[src/core/bco_pkg.sv]
`default_nettype none
package bco_pkg;

  // ----------------------------------------------------------
  // register bus
  // ----------------------------------------------------------
  localparam int unsigned ADDR_W = 8;
  localparam int unsigned DATA_W = 32;
  localparam int unsigned PC_W   = 16;

  localparam logic [7:0] REG_FLAGS  = 8'h00;
  localparam logic [7:0] REG_OPND   = 8'h04;
  localparam logic [7:0] REG_BITCMD = 8'h08;
  localparam logic [7:0] REG_PC     = 8'h0C;
  localparam logic [7:0] REG_TARGET = 8'h10;
  localparam logic [7:0] REG_BRCMD  = 8'h14;
  localparam logic [7:0] REG_STATUS = 8'h18;

  // ----------------------------------------------------------
  // field positions and reset values
  // ----------------------------------------------------------
  localparam int unsigned FLAG_C = 0;
  localparam int unsigned FLAG_V = 1;
  localparam int unsigned FLAG_Z = 2;
  localparam int unsigned FLAG_N = 3;
  localparam int unsigned FLAGS_W = 4;
  localparam int unsigned BITNO_W = 3;
  localparam int unsigned BYTE_W  = 8;
  localparam int unsigned OP_W    = 4;
  localparam int unsigned BITNO_LSB = 4;
  localparam int unsigned ST_TAKEN  = 0;
  localparam int unsigned ST_BUSY   = 1;

  localparam logic [FLAGS_W-1:0] FLAGS_RST = 4'h0;
  localparam logic [BYTE_W-1:0]  OPND_RST  = 8'h00;
  localparam logic [PC_W-1:0]    PC_RST    = 16'h0000;
  localparam logic [PC_W-1:0]    BR_LEN    = 16'h0002;

  // ----------------------------------------------------------
  // operations and conditions
  // ----------------------------------------------------------
  typedef enum logic [3:0] {
    OR_BIT_INTO_FLAG           = 4'h0,
    OR_INVERTED_BIT_INTO_FLAG  = 4'h1,
    XOR_BIT_INTO_FLAG          = 4'h2,
    XOR_INVERTED_BIT_INTO_FLAG = 4'h3,
    LOAD_BIT_TO_FLAG           = 4'h4,
    LOAD_INVERTED_BIT_TO_FLAG  = 4'h5,
    STORE_FLAG_TO_BIT          = 4'h6,
    STORE_INVERTED_FLAG_TO_BIT = 4'h7
  } bco_bitop_e;

  typedef enum logic [3:0] {
    JUMP_ALWAYS            = 4'h0,
    JUMP_NEVER             = 4'h1,
    JUMP_IF_HIGHER         = 4'h2,
    JUMP_IF_LOWER_OR_SAME  = 4'h3,
    JUMP_IF_HIGHER_OR_SAME = 4'h4,
    JUMP_IF_LOWER          = 4'h5,
    JUMP_IF_UNEQUAL        = 4'h6,
    JUMP_IF_EQUAL          = 4'h7,
    JUMP_IF_NO_OVERFLOW    = 4'h8,
    JUMP_IF_OVERFLOW       = 4'h9
  } bco_cond_e;

  typedef enum logic [2:0] {
    ST_IDLE   = 3'b001,
    ST_BIT    = 3'b010,
    ST_BRANCH = 3'b100
  } bco_state_e;

  typedef struct packed {
    bco_bitop_e               op;
    logic [BITNO_W-1:0]       bitno;
  } bco_bitcmd_s;

endpackage
`default_nettype wire

[src/core/bco_core.sv]
// Behaviour
// - or-into-flag: carry gets carry OR bit
// - inverted or: carry gets carry OR not-bit
// - xor-into-flag: carry gets carry XOR bit
// - inverted xor: carry gets carry XOR not-bit
// - bit load copies operand bit into carry
// - inverted load copies not-bit into carry
// - bit store writes carry, other bits kept
// - inverted store writes not-carry into bit
// - bit number from three-bit immediate field
// - branch to target only when condition true
// - always variant taken, never variant never
// - higher: C|Z=0; lower-or-same: C|Z=1
// - higher-or-same: C=0; lower: C=1
// - unequal: Z=0; equal: Z=1
// - no-overflow: V=0; overflow: V=1
//
// Implementation choices: the strobed register port and the address map.
`timescale 1ns/1ns
`default_nettype none
module bco_core
  import bco_pkg::*;
(
  input  wire logic              i_core_clk,
  input  wire logic              i_rst,
  input  wire logic [ADDR_W-1:0] i_addr,
  input  wire logic [DATA_W-1:0] i_wdata,
  input  wire logic              i_wr,
  input  wire logic              i_rd,
  output var  logic [DATA_W-1:0] o_rdata,
  output var  logic              o_carry,
  output var  logic [BYTE_W-1:0] o_operand,
  output var  logic [PC_W-1:0]   o_pc,
  output var  logic              o_taken,
  output var  logic              o_busy
);

  // ----------------------------------------------------------
  // functions
  // ----------------------------------------------------------
  function automatic logic sel_bit(
    input logic [BYTE_W-1:0]  byte_in,
    input logic [BITNO_W-1:0] bitno
  );
    sel_bit = byte_in[bitno];
  endfunction

  function automatic logic flag_carry(
    input bco_bitop_e op,
    input logic       c,
    input logic       b
  );
    logic r;
    r = c;
    case (op)
      OR_BIT_INTO_FLAG:           r = c | b;
      OR_INVERTED_BIT_INTO_FLAG:  r = c | ~b;
      XOR_BIT_INTO_FLAG:          r = c ^ b;
      XOR_INVERTED_BIT_INTO_FLAG: r = c ^ ~b;
      LOAD_BIT_TO_FLAG:           r = b;
      LOAD_INVERTED_BIT_TO_FLAG:  r = ~b;
      default:                    r = c;
    endcase
    flag_carry = r;
  endfunction

  function automatic logic cond_true(
    input bco_cond_e          cond,
    input logic [FLAGS_W-1:0] f
  );
    logic r;
    r = 1'b0;
    case (cond)
      JUMP_ALWAYS:            r = 1'b1;
      JUMP_NEVER:             r = 1'b0;
      JUMP_IF_HIGHER:         r = ~(f[FLAG_C] | f[FLAG_Z]);
      JUMP_IF_LOWER_OR_SAME:  r = f[FLAG_C] | f[FLAG_Z];
      JUMP_IF_HIGHER_OR_SAME: r = ~f[FLAG_C];
      JUMP_IF_LOWER:          r = f[FLAG_C];
      JUMP_IF_UNEQUAL:        r = ~f[FLAG_Z];
      JUMP_IF_EQUAL:          r = f[FLAG_Z];
      JUMP_IF_NO_OVERFLOW:    r = ~f[FLAG_V];
      JUMP_IF_OVERFLOW:       r = f[FLAG_V];
      default:                r = 1'b0;
    endcase
    cond_true = r;
  endfunction

  // ----------------------------------------------------------
  // state
  // ----------------------------------------------------------
  bco_state_e         state_q;
  bco_state_e         state_d;
  logic [FLAGS_W-1:0] flags_q;
  logic [BYTE_W-1:0]  opnd_q;
  logic [PC_W-1:0]    pc_q;
  logic [PC_W-1:0]    target_q;
  bco_bitcmd_s        bitcmd_q;
  bco_cond_e          cond_q;
  logic               taken_q;
  logic [DATA_W-1:0]  rdata_q;
  logic [DATA_W-1:0]  rdata_d;
  logic               busy_q;

  logic               wr_flags;
  logic               wr_opnd;
  logic               wr_bitcmd;
  logic               wr_pc;
  logic               wr_target;
  logic               wr_brcmd;
  logic               idle;
  logic               do_bit;
  logic               do_branch;
  logic               is_store;
  logic               op_bit;
  logic               store_val;
  logic               new_carry;
  logic               br_true;
  logic [BYTE_W-1:0]  store_byte;

  // ----------------------------------------------------------
  // write decode
  // ----------------------------------------------------------
  always_comb begin
    wr_flags  = 1'b0;
    wr_opnd   = 1'b0;
    wr_bitcmd = 1'b0;
    wr_pc     = 1'b0;
    wr_target = 1'b0;
    wr_brcmd  = 1'b0;
    if (i_wr && i_addr == REG_FLAGS) begin
      wr_flags = 1'b1;
    end else if (i_wr && i_addr == REG_OPND) begin
      wr_opnd = 1'b1;
    end else if (i_wr && i_addr == REG_BITCMD) begin
      wr_bitcmd = 1'b1;
    end else if (i_wr && i_addr == REG_PC) begin
      wr_pc = 1'b1;
    end else if (i_wr && i_addr == REG_TARGET) begin
      wr_target = 1'b1;
    end else if (i_wr && i_addr == REG_BRCMD) begin
      wr_brcmd = 1'b1;
    end
  end

  // ----------------------------------------------------------
  // sequencer
  // ----------------------------------------------------------
  assign idle      = (state_q == ST_IDLE);
  assign do_bit    = (state_q == ST_BIT);
  assign do_branch = (state_q == ST_BRANCH);

  always_comb begin
    state_d = state_q;
    case (state_q)
      ST_IDLE: begin
        if (wr_bitcmd) begin
          state_d = ST_BIT;
        end else if (wr_brcmd) begin
          state_d = ST_BRANCH;
        end
      end
      ST_BIT:    state_d = ST_IDLE;
      ST_BRANCH: state_d = ST_IDLE;
      default:   state_d = ST_IDLE;
    endcase
  end

  always_ff @(posedge i_core_clk or posedge i_rst) begin
    if (i_rst) begin
      state_q <= ST_IDLE;
    end else begin
      state_q <= state_d;
    end
  end

  // busy flag registered so the output comes from a flop
  always_ff @(posedge i_core_clk or posedge i_rst) begin
    if (i_rst) begin
      busy_q <= 1'b0;
    end else begin
      busy_q <= (state_d != ST_IDLE);
    end
  end

  always_ff @(posedge i_core_clk or posedge i_rst) begin
    if (i_rst) begin
      bitcmd_q <= '{op: OR_BIT_INTO_FLAG, bitno: '0};
      cond_q   <= JUMP_NEVER;
    end else if (idle && wr_bitcmd) begin
      bitcmd_q <= '{op: bco_bitop_e'(i_wdata[OP_W-1:0]),
                    bitno: i_wdata[BITNO_LSB +: BITNO_W]};
    end else if (idle && wr_brcmd) begin
      cond_q <= bco_cond_e'(i_wdata[OP_W-1:0]);
    end
  end

  // ----------------------------------------------------------
  // bit datapath
  // ----------------------------------------------------------
  assign op_bit    = sel_bit(opnd_q, bitcmd_q.bitno);
  assign new_carry = flag_carry(bitcmd_q.op, flags_q[FLAG_C], op_bit);
  assign is_store  = (bitcmd_q.op == STORE_FLAG_TO_BIT) ||
                     (bitcmd_q.op == STORE_INVERTED_FLAG_TO_BIT);
  assign store_val = (bitcmd_q.op == STORE_INVERTED_FLAG_TO_BIT) ?
                     ~flags_q[FLAG_C] : flags_q[FLAG_C];

  genvar gi;
  generate
    for (gi = 0; gi < BYTE_W; gi++) begin : g_store
      assign store_byte[gi] = (bitcmd_q.bitno == BITNO_W'(gi)) ?
                              store_val : opnd_q[gi];
    end
  endgenerate

  always_ff @(posedge i_core_clk or posedge i_rst) begin
    if (i_rst) begin
      flags_q <= FLAGS_RST;
    end else begin
      if (wr_flags) begin
        flags_q <= i_wdata[FLAGS_W-1:0];
      end
      if (do_bit && !is_store) begin
        flags_q[FLAG_C] <= new_carry;
      end
    end
  end

  always_ff @(posedge i_core_clk or posedge i_rst) begin
    if (i_rst) begin
      opnd_q <= OPND_RST;
    end else if (do_bit && is_store) begin
      opnd_q <= store_byte;
    end else if (wr_opnd) begin
      opnd_q <= i_wdata[BYTE_W-1:0];
    end
  end

  // ----------------------------------------------------------
  // branch evaluation
  // ----------------------------------------------------------
  assign br_true = cond_true(cond_q, flags_q);

  always_ff @(posedge i_core_clk or posedge i_rst) begin
    if (i_rst) begin
      pc_q <= PC_RST;
    end else if (do_branch) begin
      if (br_true) begin
        pc_q <= target_q;
      end else begin
        pc_q <= pc_q + BR_LEN;
      end
    end else if (wr_pc) begin
      pc_q <= i_wdata[PC_W-1:0];
    end
  end

  always_ff @(posedge i_core_clk or posedge i_rst) begin
    if (i_rst) begin
      target_q <= PC_RST;
    end else if (wr_target) begin
      target_q <= i_wdata[PC_W-1:0];
    end
  end

  always_ff @(posedge i_core_clk or posedge i_rst) begin
    if (i_rst) begin
      taken_q <= 1'b0;
    end else if (do_branch) begin
      taken_q <= br_true;
    end
  end

  // ----------------------------------------------------------
  // read port
  // ----------------------------------------------------------
  always_comb begin
    rdata_d = '0;
    if (!i_rd) begin
      rdata_d = '0;
    end else if (i_addr == REG_FLAGS) begin
      rdata_d[FLAGS_W-1:0] = flags_q;
    end else if (i_addr == REG_OPND) begin
      rdata_d[BYTE_W-1:0] = opnd_q;
    end else if (i_addr == REG_PC) begin
      rdata_d[PC_W-1:0] = pc_q;
    end else if (i_addr == REG_TARGET) begin
      rdata_d[PC_W-1:0] = target_q;
    end else if (i_addr == REG_STATUS) begin
      rdata_d[ST_TAKEN] = taken_q;
      rdata_d[ST_BUSY]  = ~idle;
    end
  end

  always_ff @(posedge i_core_clk or posedge i_rst) begin
    if (i_rst) begin
      rdata_q <= '0;
    end else begin
      rdata_q <= rdata_d;
    end
  end

  // ----------------------------------------------------------
  // outputs
  // ----------------------------------------------------------
  always_comb begin
    o_rdata   = rdata_q;
    o_carry   = flags_q[FLAG_C];
    o_operand = opnd_q;
    o_pc      = pc_q;
    o_taken   = taken_q;
    o_busy    = busy_q;
  end

endmodule // bco_core
`default_nettype wire

[config.mk]
export PLATFORM = sky130hd
export DESIGN_NAME = bco_core
export DESIGN_NICKNAME = d
export VERILOG_FILES = /design/src/core/bco_pkg.sv /design/src/core/bco_core.sv
export SDC_FILE = /design/constraint.sdc
export NUM_CORES = 1
export LEC_CHECK = 0
export ABC_AREA = 0
export BUFFER_PORTS_ARGS = -buffer_cell sky130_fd_sc_hd__buf_2
export CORE_MARGIN = 2
export CORE_UTILIZATION = 38
export DETAILED_ROUTE_END_ITERATION = 7
export GPL_ROUTABILITY_DRIVEN = 1
export GPL_TIMING_DRIVEN = 1
export PLACE_DENSITY = 0.7
export RECOVER_POWER = 50
export SLEW_MARGIN = 20
export SYNTH_ARGS = -nofsm -noshare
export SYNTH_HDL_FRONTEND = slang
export SYNTH_SLANG_ARGS = --single-unit
[constraint.sdc]
create_clock -name i_core_clk -period 2.5 [get_ports i_core_clk]
set_input_delay 0.25 -clock i_core_clk [delete_from_list [all_inputs] [get_ports i_core_clk]]
set_output_delay 0.25 -clock i_core_clk [all_outputs]
set_load 0.02 [all_outputs]
---- After elaboration in Yosys (flattened, before gate mapping) ----
Cells that the tools add are included.
storage, ports and cells
  input port bits ......................... 44
  register bits ........................... 76
  output and inout port bits .............. 59
  word-level logic and storage cells ...... 156
cells by class
  reduce and logical (&&, ||, !) cells .... 29
  mux-type cells .......................... 53
  add/sub/neg operators ................... 1
  equality and inequality tests ........... 41
  order comparisons ....................... 1
  bitwise logic cells ..................... 12
operators by type and width
  operator               count
  $mux 16                5
  $mux 1                 33
  $eq 4x3->1 const B     8
  $mux 8                 4
  $eq 8x5->1 const B     3
  $reduce_and 2->1       10
  $add 16x2->16 const B  1
  $eq 4x2->1 const B     4
  $eq 8x4->1 const B     2
  $ne 2x2->1 const B     8
  $eq 3x3->1 const B     5
  $mux 14                1
  $mux 12                1
  $logic_and 1x1->1      10
  $eq 3x2->1 const B     3
  $mux 3                 3
  $pmux 1 s9             1
  $eq 4x4->1 const B     2
  $eq 8x3->1 const B     1
  $logic_not 4->1        2
  $logic_not 8->1        1
  $ne 7x1->1 const B     1
  $not 1->1              7
  $eq 3x1->1 const B     2
  other kinds (13)       19

---- Longest topological paths before layout ----
  depth after elaboration ................. 12
  mapped depth ............................ 6

---- Worst setup path before layout ----
Ideal clock, no wire load.
  path kind ............................... reg-to-reg
  start ................................... reg pc_q[3] (netlist: o_pc[3])
  end ..................................... reg pc_q[14] (netlist: o_pc[14])
  data required time ...................... 2.408 ns
  arrival time ............................ 1.863 ns
  path slack .............................. 0.545 ns
  stages on the path, launching flop included .. 6
  period minus slack after synthesis ...... 1.955 ns
  path through ............................ dfrtp_1 > nand2_1 > or4_4 > or3_1 > and3_1 > o31ai_2
on the way
  cells in the longest elaborated chain, start to end .. 3
RTL lines
  what                    RTL line         source
  start, declared         bco_core.sv:96   logic [PC_W-1:0] pc_q;
  start signal, assigned  bco_core.sv:249  pc_q <= target_q;
  start signal, assigned  bco_core.sv:251  pc_q <= pc_q + BR_LEN;
  start signal, assigned  bco_core.sv:254  pc_q <= i_wdata[PC_W-1:0];
  $add 16x2->16           bco_core.sv:251
  $mux 16                 bco_core.sv:248  if (br_true) begin
  $mux 16                 bco_core.sv:247  end else if (do_branch) begin
Every way passes these cells.
A chain may end at the register's enable or synchronous reset.

---- Final worst setup path ----
  start ................................... reg bitcmd_q[2] (netlist name)
  end ..................................... reg flags_q[0]
on the way
  cells in the longest elaborated chain, start to end .. 6
RTL lines
  what                                              RTL line                                        source
  start, declared                                   bco_core.sv:98                                  bco_bitcmd_s bitcmd_q;
  start signal, assigned                            bco_core.sv:188                                 bitcmd_q <= '{op: OR_BIT_INTO_FLAG, bitno: '0};
  start signal, assigned                            bco_core.sv:191                                 bitcmd_q <= '{op: bco_bitop_e'(i_wdata[OP_W-1:0]),
  $bmux 1 s3 (*)                                    bco_core.sv:45                                  sel_bit = byte_in[bitno];
  $mux 1 (implied by the code) (*)                  bco_core.sv:45
  $not 1->1                                         bco_core.sv:57, bco_core.sv:59, bco_core.sv:61
  $xor 1x1->1 / $or 1x1->1 (equally long branches)  bco_core.sv:59, bco_core.sv:57
  $pmux 1 s6 (*)                                    bco_core.sv:55                                  case (op)
  $mux 1 (*)                                        bco_core.sv:223                                 if (do_bit && !is_store) begin
  end signal, assigned                              bco_core.sv:221                                 flags_q <= i_wdata[FLAGS_W-1:0];
  end signal, assigned by index                     bco_core.sv:224                                 flags_q[FLAG_C] <= new_carry;
  end, declared                                     bco_core.sv:94                                  logic [FLAGS_W-1:0] flags_q;
Every way passes the cells marked *; elsewhere a longest branch is shown, timed or not. The select of a mux whose other input is x is not followed.

==> summary.md <==
| Metric | Value |
|---|---|
| Run status | `finished clean` |
| GR Overflow Total | `0` |
| Unrepaired setup endpoints after global routing | `false` |
| Mux cell area share after synthesis | `18.6%` |
| Worst EP arrival | `2.41 ns` |
| Antenna viol nets, final | `0` |
| Post-synthesis adder-cell area fraction | `0.297%` |
| Leakage power figure | `2.23 nW` |
| Gate Count Post-Synth | `405` |
| Fin cells | `~620` |
| Setup violation total in the final timing report | `0` |
| Final routed wirelength across all metal layers | `~11 mm` |
| Hold Startpoint | `i_wdata[14]` |
| Total track usage | `a little under a fifth` |
| Critical-path cell list | `mux4_2, mux2i_4, mux2_1, a221oi_1, o41a_1` |
| Critical Path End Type | `flip-flop` |
| Delay of the slowest cell on the worst path | `0.59 ns` |
| Area fraction in compound gates after synthesis | `13.5%` |
| Seq/Total Area, Yosys | `45.2%` |
| Achievable Freq | `468 MHz` |
| Layout Skew | `between 0.01 and 0.015 ns` |
| Die outline area | `0.0120 mm^2` |
| Most area-consuming cells after synthesis | `dfrtp_1 44%, mux2_2 11%, mux2i_1 5.2%` |
| Worst Tran Pin Value | `0.836 ns` |
| Worst hold slack | `around 0.14 ns` |
| Cell Area, Synth | `approximately 0.0042 mm^2` |
| Starting Density | `38.9%` |
| Area share of the largest cell type after synthesis | `approximately 44%` |
| Clock input transition at the sequential cells of the worst setup and hold paths | `roughly 0.080 ns` |
| # IOs | `103` |
| Simple logic cell fraction of the synthesized area | `12.9%` |
| Largest net degree at the start of global routing | `60` |
| Count of inserted antenna diode cells | `0` |
| Number of detailed-route iterations in the first pass | `5` |
| Vias/cell | `5.41` |
| Cell area power density | `roughly 540 mW/mm^2` |
| Critical path startpoint | `bitcmd_q[2]$_DFFE_PP0P_` |
| Max Root-Sink Buffers | `2` |
| Synthesized area divided by synthesized cell count | `10.4 um^2` |
| Minimum setup slack in the final design | `0.363 ns` |
| Max-Slew Margin vs Limit | `44.1%` |
| Clock insertion delay at the later pin of the skew report | `0.35 ns` |
| Area growth, synth to finish | `14.9%` |
| Port Buf Inserts | `70` |
| Main flop type after synthesis | `dfrtp_1` |
| Root buffer selected by CTS | `clkbuf_8` |
| Via count | `3367` |
| Wire length of the first global-routing pass | `between 15 and 20 mm` |
| Chip height | `109 um` |
| Share of async-settable or async-resettable flops after synthesis | `100%` |
| Sum of negative setup slack | `0 ns` |
| Leading cell type in the layout, fill and taps excluded | `dfrtp_1` |
| Fraction of final layout cells with drive strength greater than 1 | `26.3%` |
| Final weighted congestion in routability-driven placement | `0.901` |
| Launching element type of the critical path | `flip-flop` |
| Final Hold Fails | `0` |
| Remaining routing DRC violations | `0` |
| Maximum fanout encountered on the critical timing path | `8` |
| Number of global-route vias before repair | `3236` |
| Pre-CTS worst setup slack | `~0.35 ns` |
| Slowest-stage cell, CP | `mux4_2` |
| Filler instances | `1031` |
| Synth area leader | `dfrtp_1` |
| Worst hold-check path type | `in -> reg` |
| Reg2Reg Launch Point | `bitcmd_q[2]$_DFFE_PP0P_` |
| Required time of the worst setup path | `2.78 ns` |
| Number of max-slew violations in the final report | `0` |
| Period utilisation layout | `a little under nine tenths` |
| Largest family of logic cells by synthesized area | `multiplexers` |
| Clock tree from TritonCTS | `built` |
| Rows | `38` |
| Number of clock buffers inserted by TritonCTS | `9` |
| X dimension of the die | `109 um` |
| EDFF count, synth | `0` |
| Post-layout min period | `2.14 ns` |
| Total core area | `between 0.01 and 0.015 mm^2` |
| Level count of the clock H-tree | `3` |
| Worst IR Drop VDD | `slightly below 0.2 mV` |
| # nets final | `about 520` |
| Flop and latch count out of synthesis | `76` |
| Inst Count DP | `~610` |
| Max Cap Viol | `0` |
| Synth Warn # | `0` |
| Distinct cell type count after synthesis | `56` |
| Placed wire-length estimate after detailed placement | `between 7 and 8 mm` |
| Highest-count cells in the layout ignoring fill and taps | `74 x dfrtp_1, 47 x buf_2, 43 x mux2_2` |
| Drt first-iter violations | `between 150 and 200` |
| Xor/xnor share of the synthesized area | `2.70%` |
| TritonCTS sink count | `76` |
| Resized Gates After CTS | `0` |
| Number of antenna violations at the first check in global routing | `0` |
| Critical path class | `reg -> reg` |
| Routed length per instance | `17.3 um` |
[registers in the layout, summed over array words and instances, names as in the netlist]
name	cells
o_pc	16
o_rdata	16
target_q	16
o_operand	8
bitcmd_q	7
cond_q	4
flags_q	4
state_q	3
o_busy	1
o_taken	1
[report_power, final]
part           switching [mW]  total (mW)  leakage, nW  internal [mW]
Clock                   0.454       0.942        0.100          0.488
Combinational           0.211       0.344         1.16          0.132
Sequential             0.0674        1.35        0.964           1.28
[worst max-delay path, delay by kind of cell (launching register included)]
kind               cells  cell delay (ns)
muxes                  3             1.13
AOI/OAI and AO/OA      2             0.43
DFF                    1             0.51
[metrics by stage]
step	area [um^2]	utilization, %	power (mW)
2_1_floorplan	4270	-	1.61
3_3_place_gp	4680	43.2	1.70
3_5_place_dp	4680	43.2	1.72
4_1_cts	4880	45.0	2.66
5_1_grt	4840	44.7	2.76
6_report	4840	44.7	2.63
[kinds of logic (layout without fill, tap and decap cells)]
group                    Yosys count  count (layout)
other                              1              16
XOR/XNOR                          13              13
adder cells (fa/ha/maj)            1               1
AND/OR/NAND/NOR                  106             106
AO/OA/AOI/OAI                     83              83
flip-flops                        76              76
multiplexers                      69              69
buffers and inverters             56             118
[metal layers]
layer  routed length (um)  vias to the layer above  GRT usage (%)
met5                    0                        -              0
met4                  231                        0           8.14
met3                  711                       21           2.73
met2                 4870                      141           28.6
met1                 4950                     1633           26.0
li1                     -                     1572              -
[path summary, 6_finish.rpt]
check | depth (start not counted) | end | slack, ns
setup / recovery | 5 | flags_q[0]$_DFFE_PP0P_ | 0.36
hold / removal | 2 | target_q[14]$_DFFE_PP0P_ | 0.14
setup reg to reg | 5 | flags_q[0]$_DFFE_PP0P_ | 0.36
hold reg to reg | 2 | cond_q[0]$_DFFE_PP1P_ | 0.52
max in group asynchronous | 4 | bitcmd_q[4]$_DFFE_PP0P_ | 0.61
min in group asynchronous | 3 | o_rdata[14]$_DFF_PP0_ | 0.55
[layout make-up]
type                    instances  area (um^2)  share of cell area [%]
clock buffers                  12          145                    3.00
clock inverters                 4         48.8                    1.01
inverters                      23         86.3                    1.78
multi-input cells             288         2090                    43.2
flip-flops and latches         76         1900                    39.3
well taps                     140          175                    3.62
repair buffers                 79          392                    8.09
[synth_stat cells, types with 3 or more instances]
cell,number
nand3_1,6
nor2_1,24
xnor2_1,6
o31ai_1,5
o21ai_0,25
o2bb2ai_1,5
dfrtp_1,74
buf_4,16
a31oi_1,7
nor3b_1,3
a22oi_1,21
buf_2,4
nor3_1,8
xor2_1,7
nand4_1,3
mux2i_1,22
clkbuf_1,11
or3_1,4
and3_1,6
a21oi_1,4
a21boi_0,5
nand2_1,34
inv_1,23
mux2_2,43
[timing repair]
| action | in CTS | in global routing |
|---|---|---|
| hold buffers | 1 | 0 |
| buffers inserted | 0 | 0 |
| endpoints found under the hold margin | 17 | 0 |
Power figures use the tool's default switching activity.
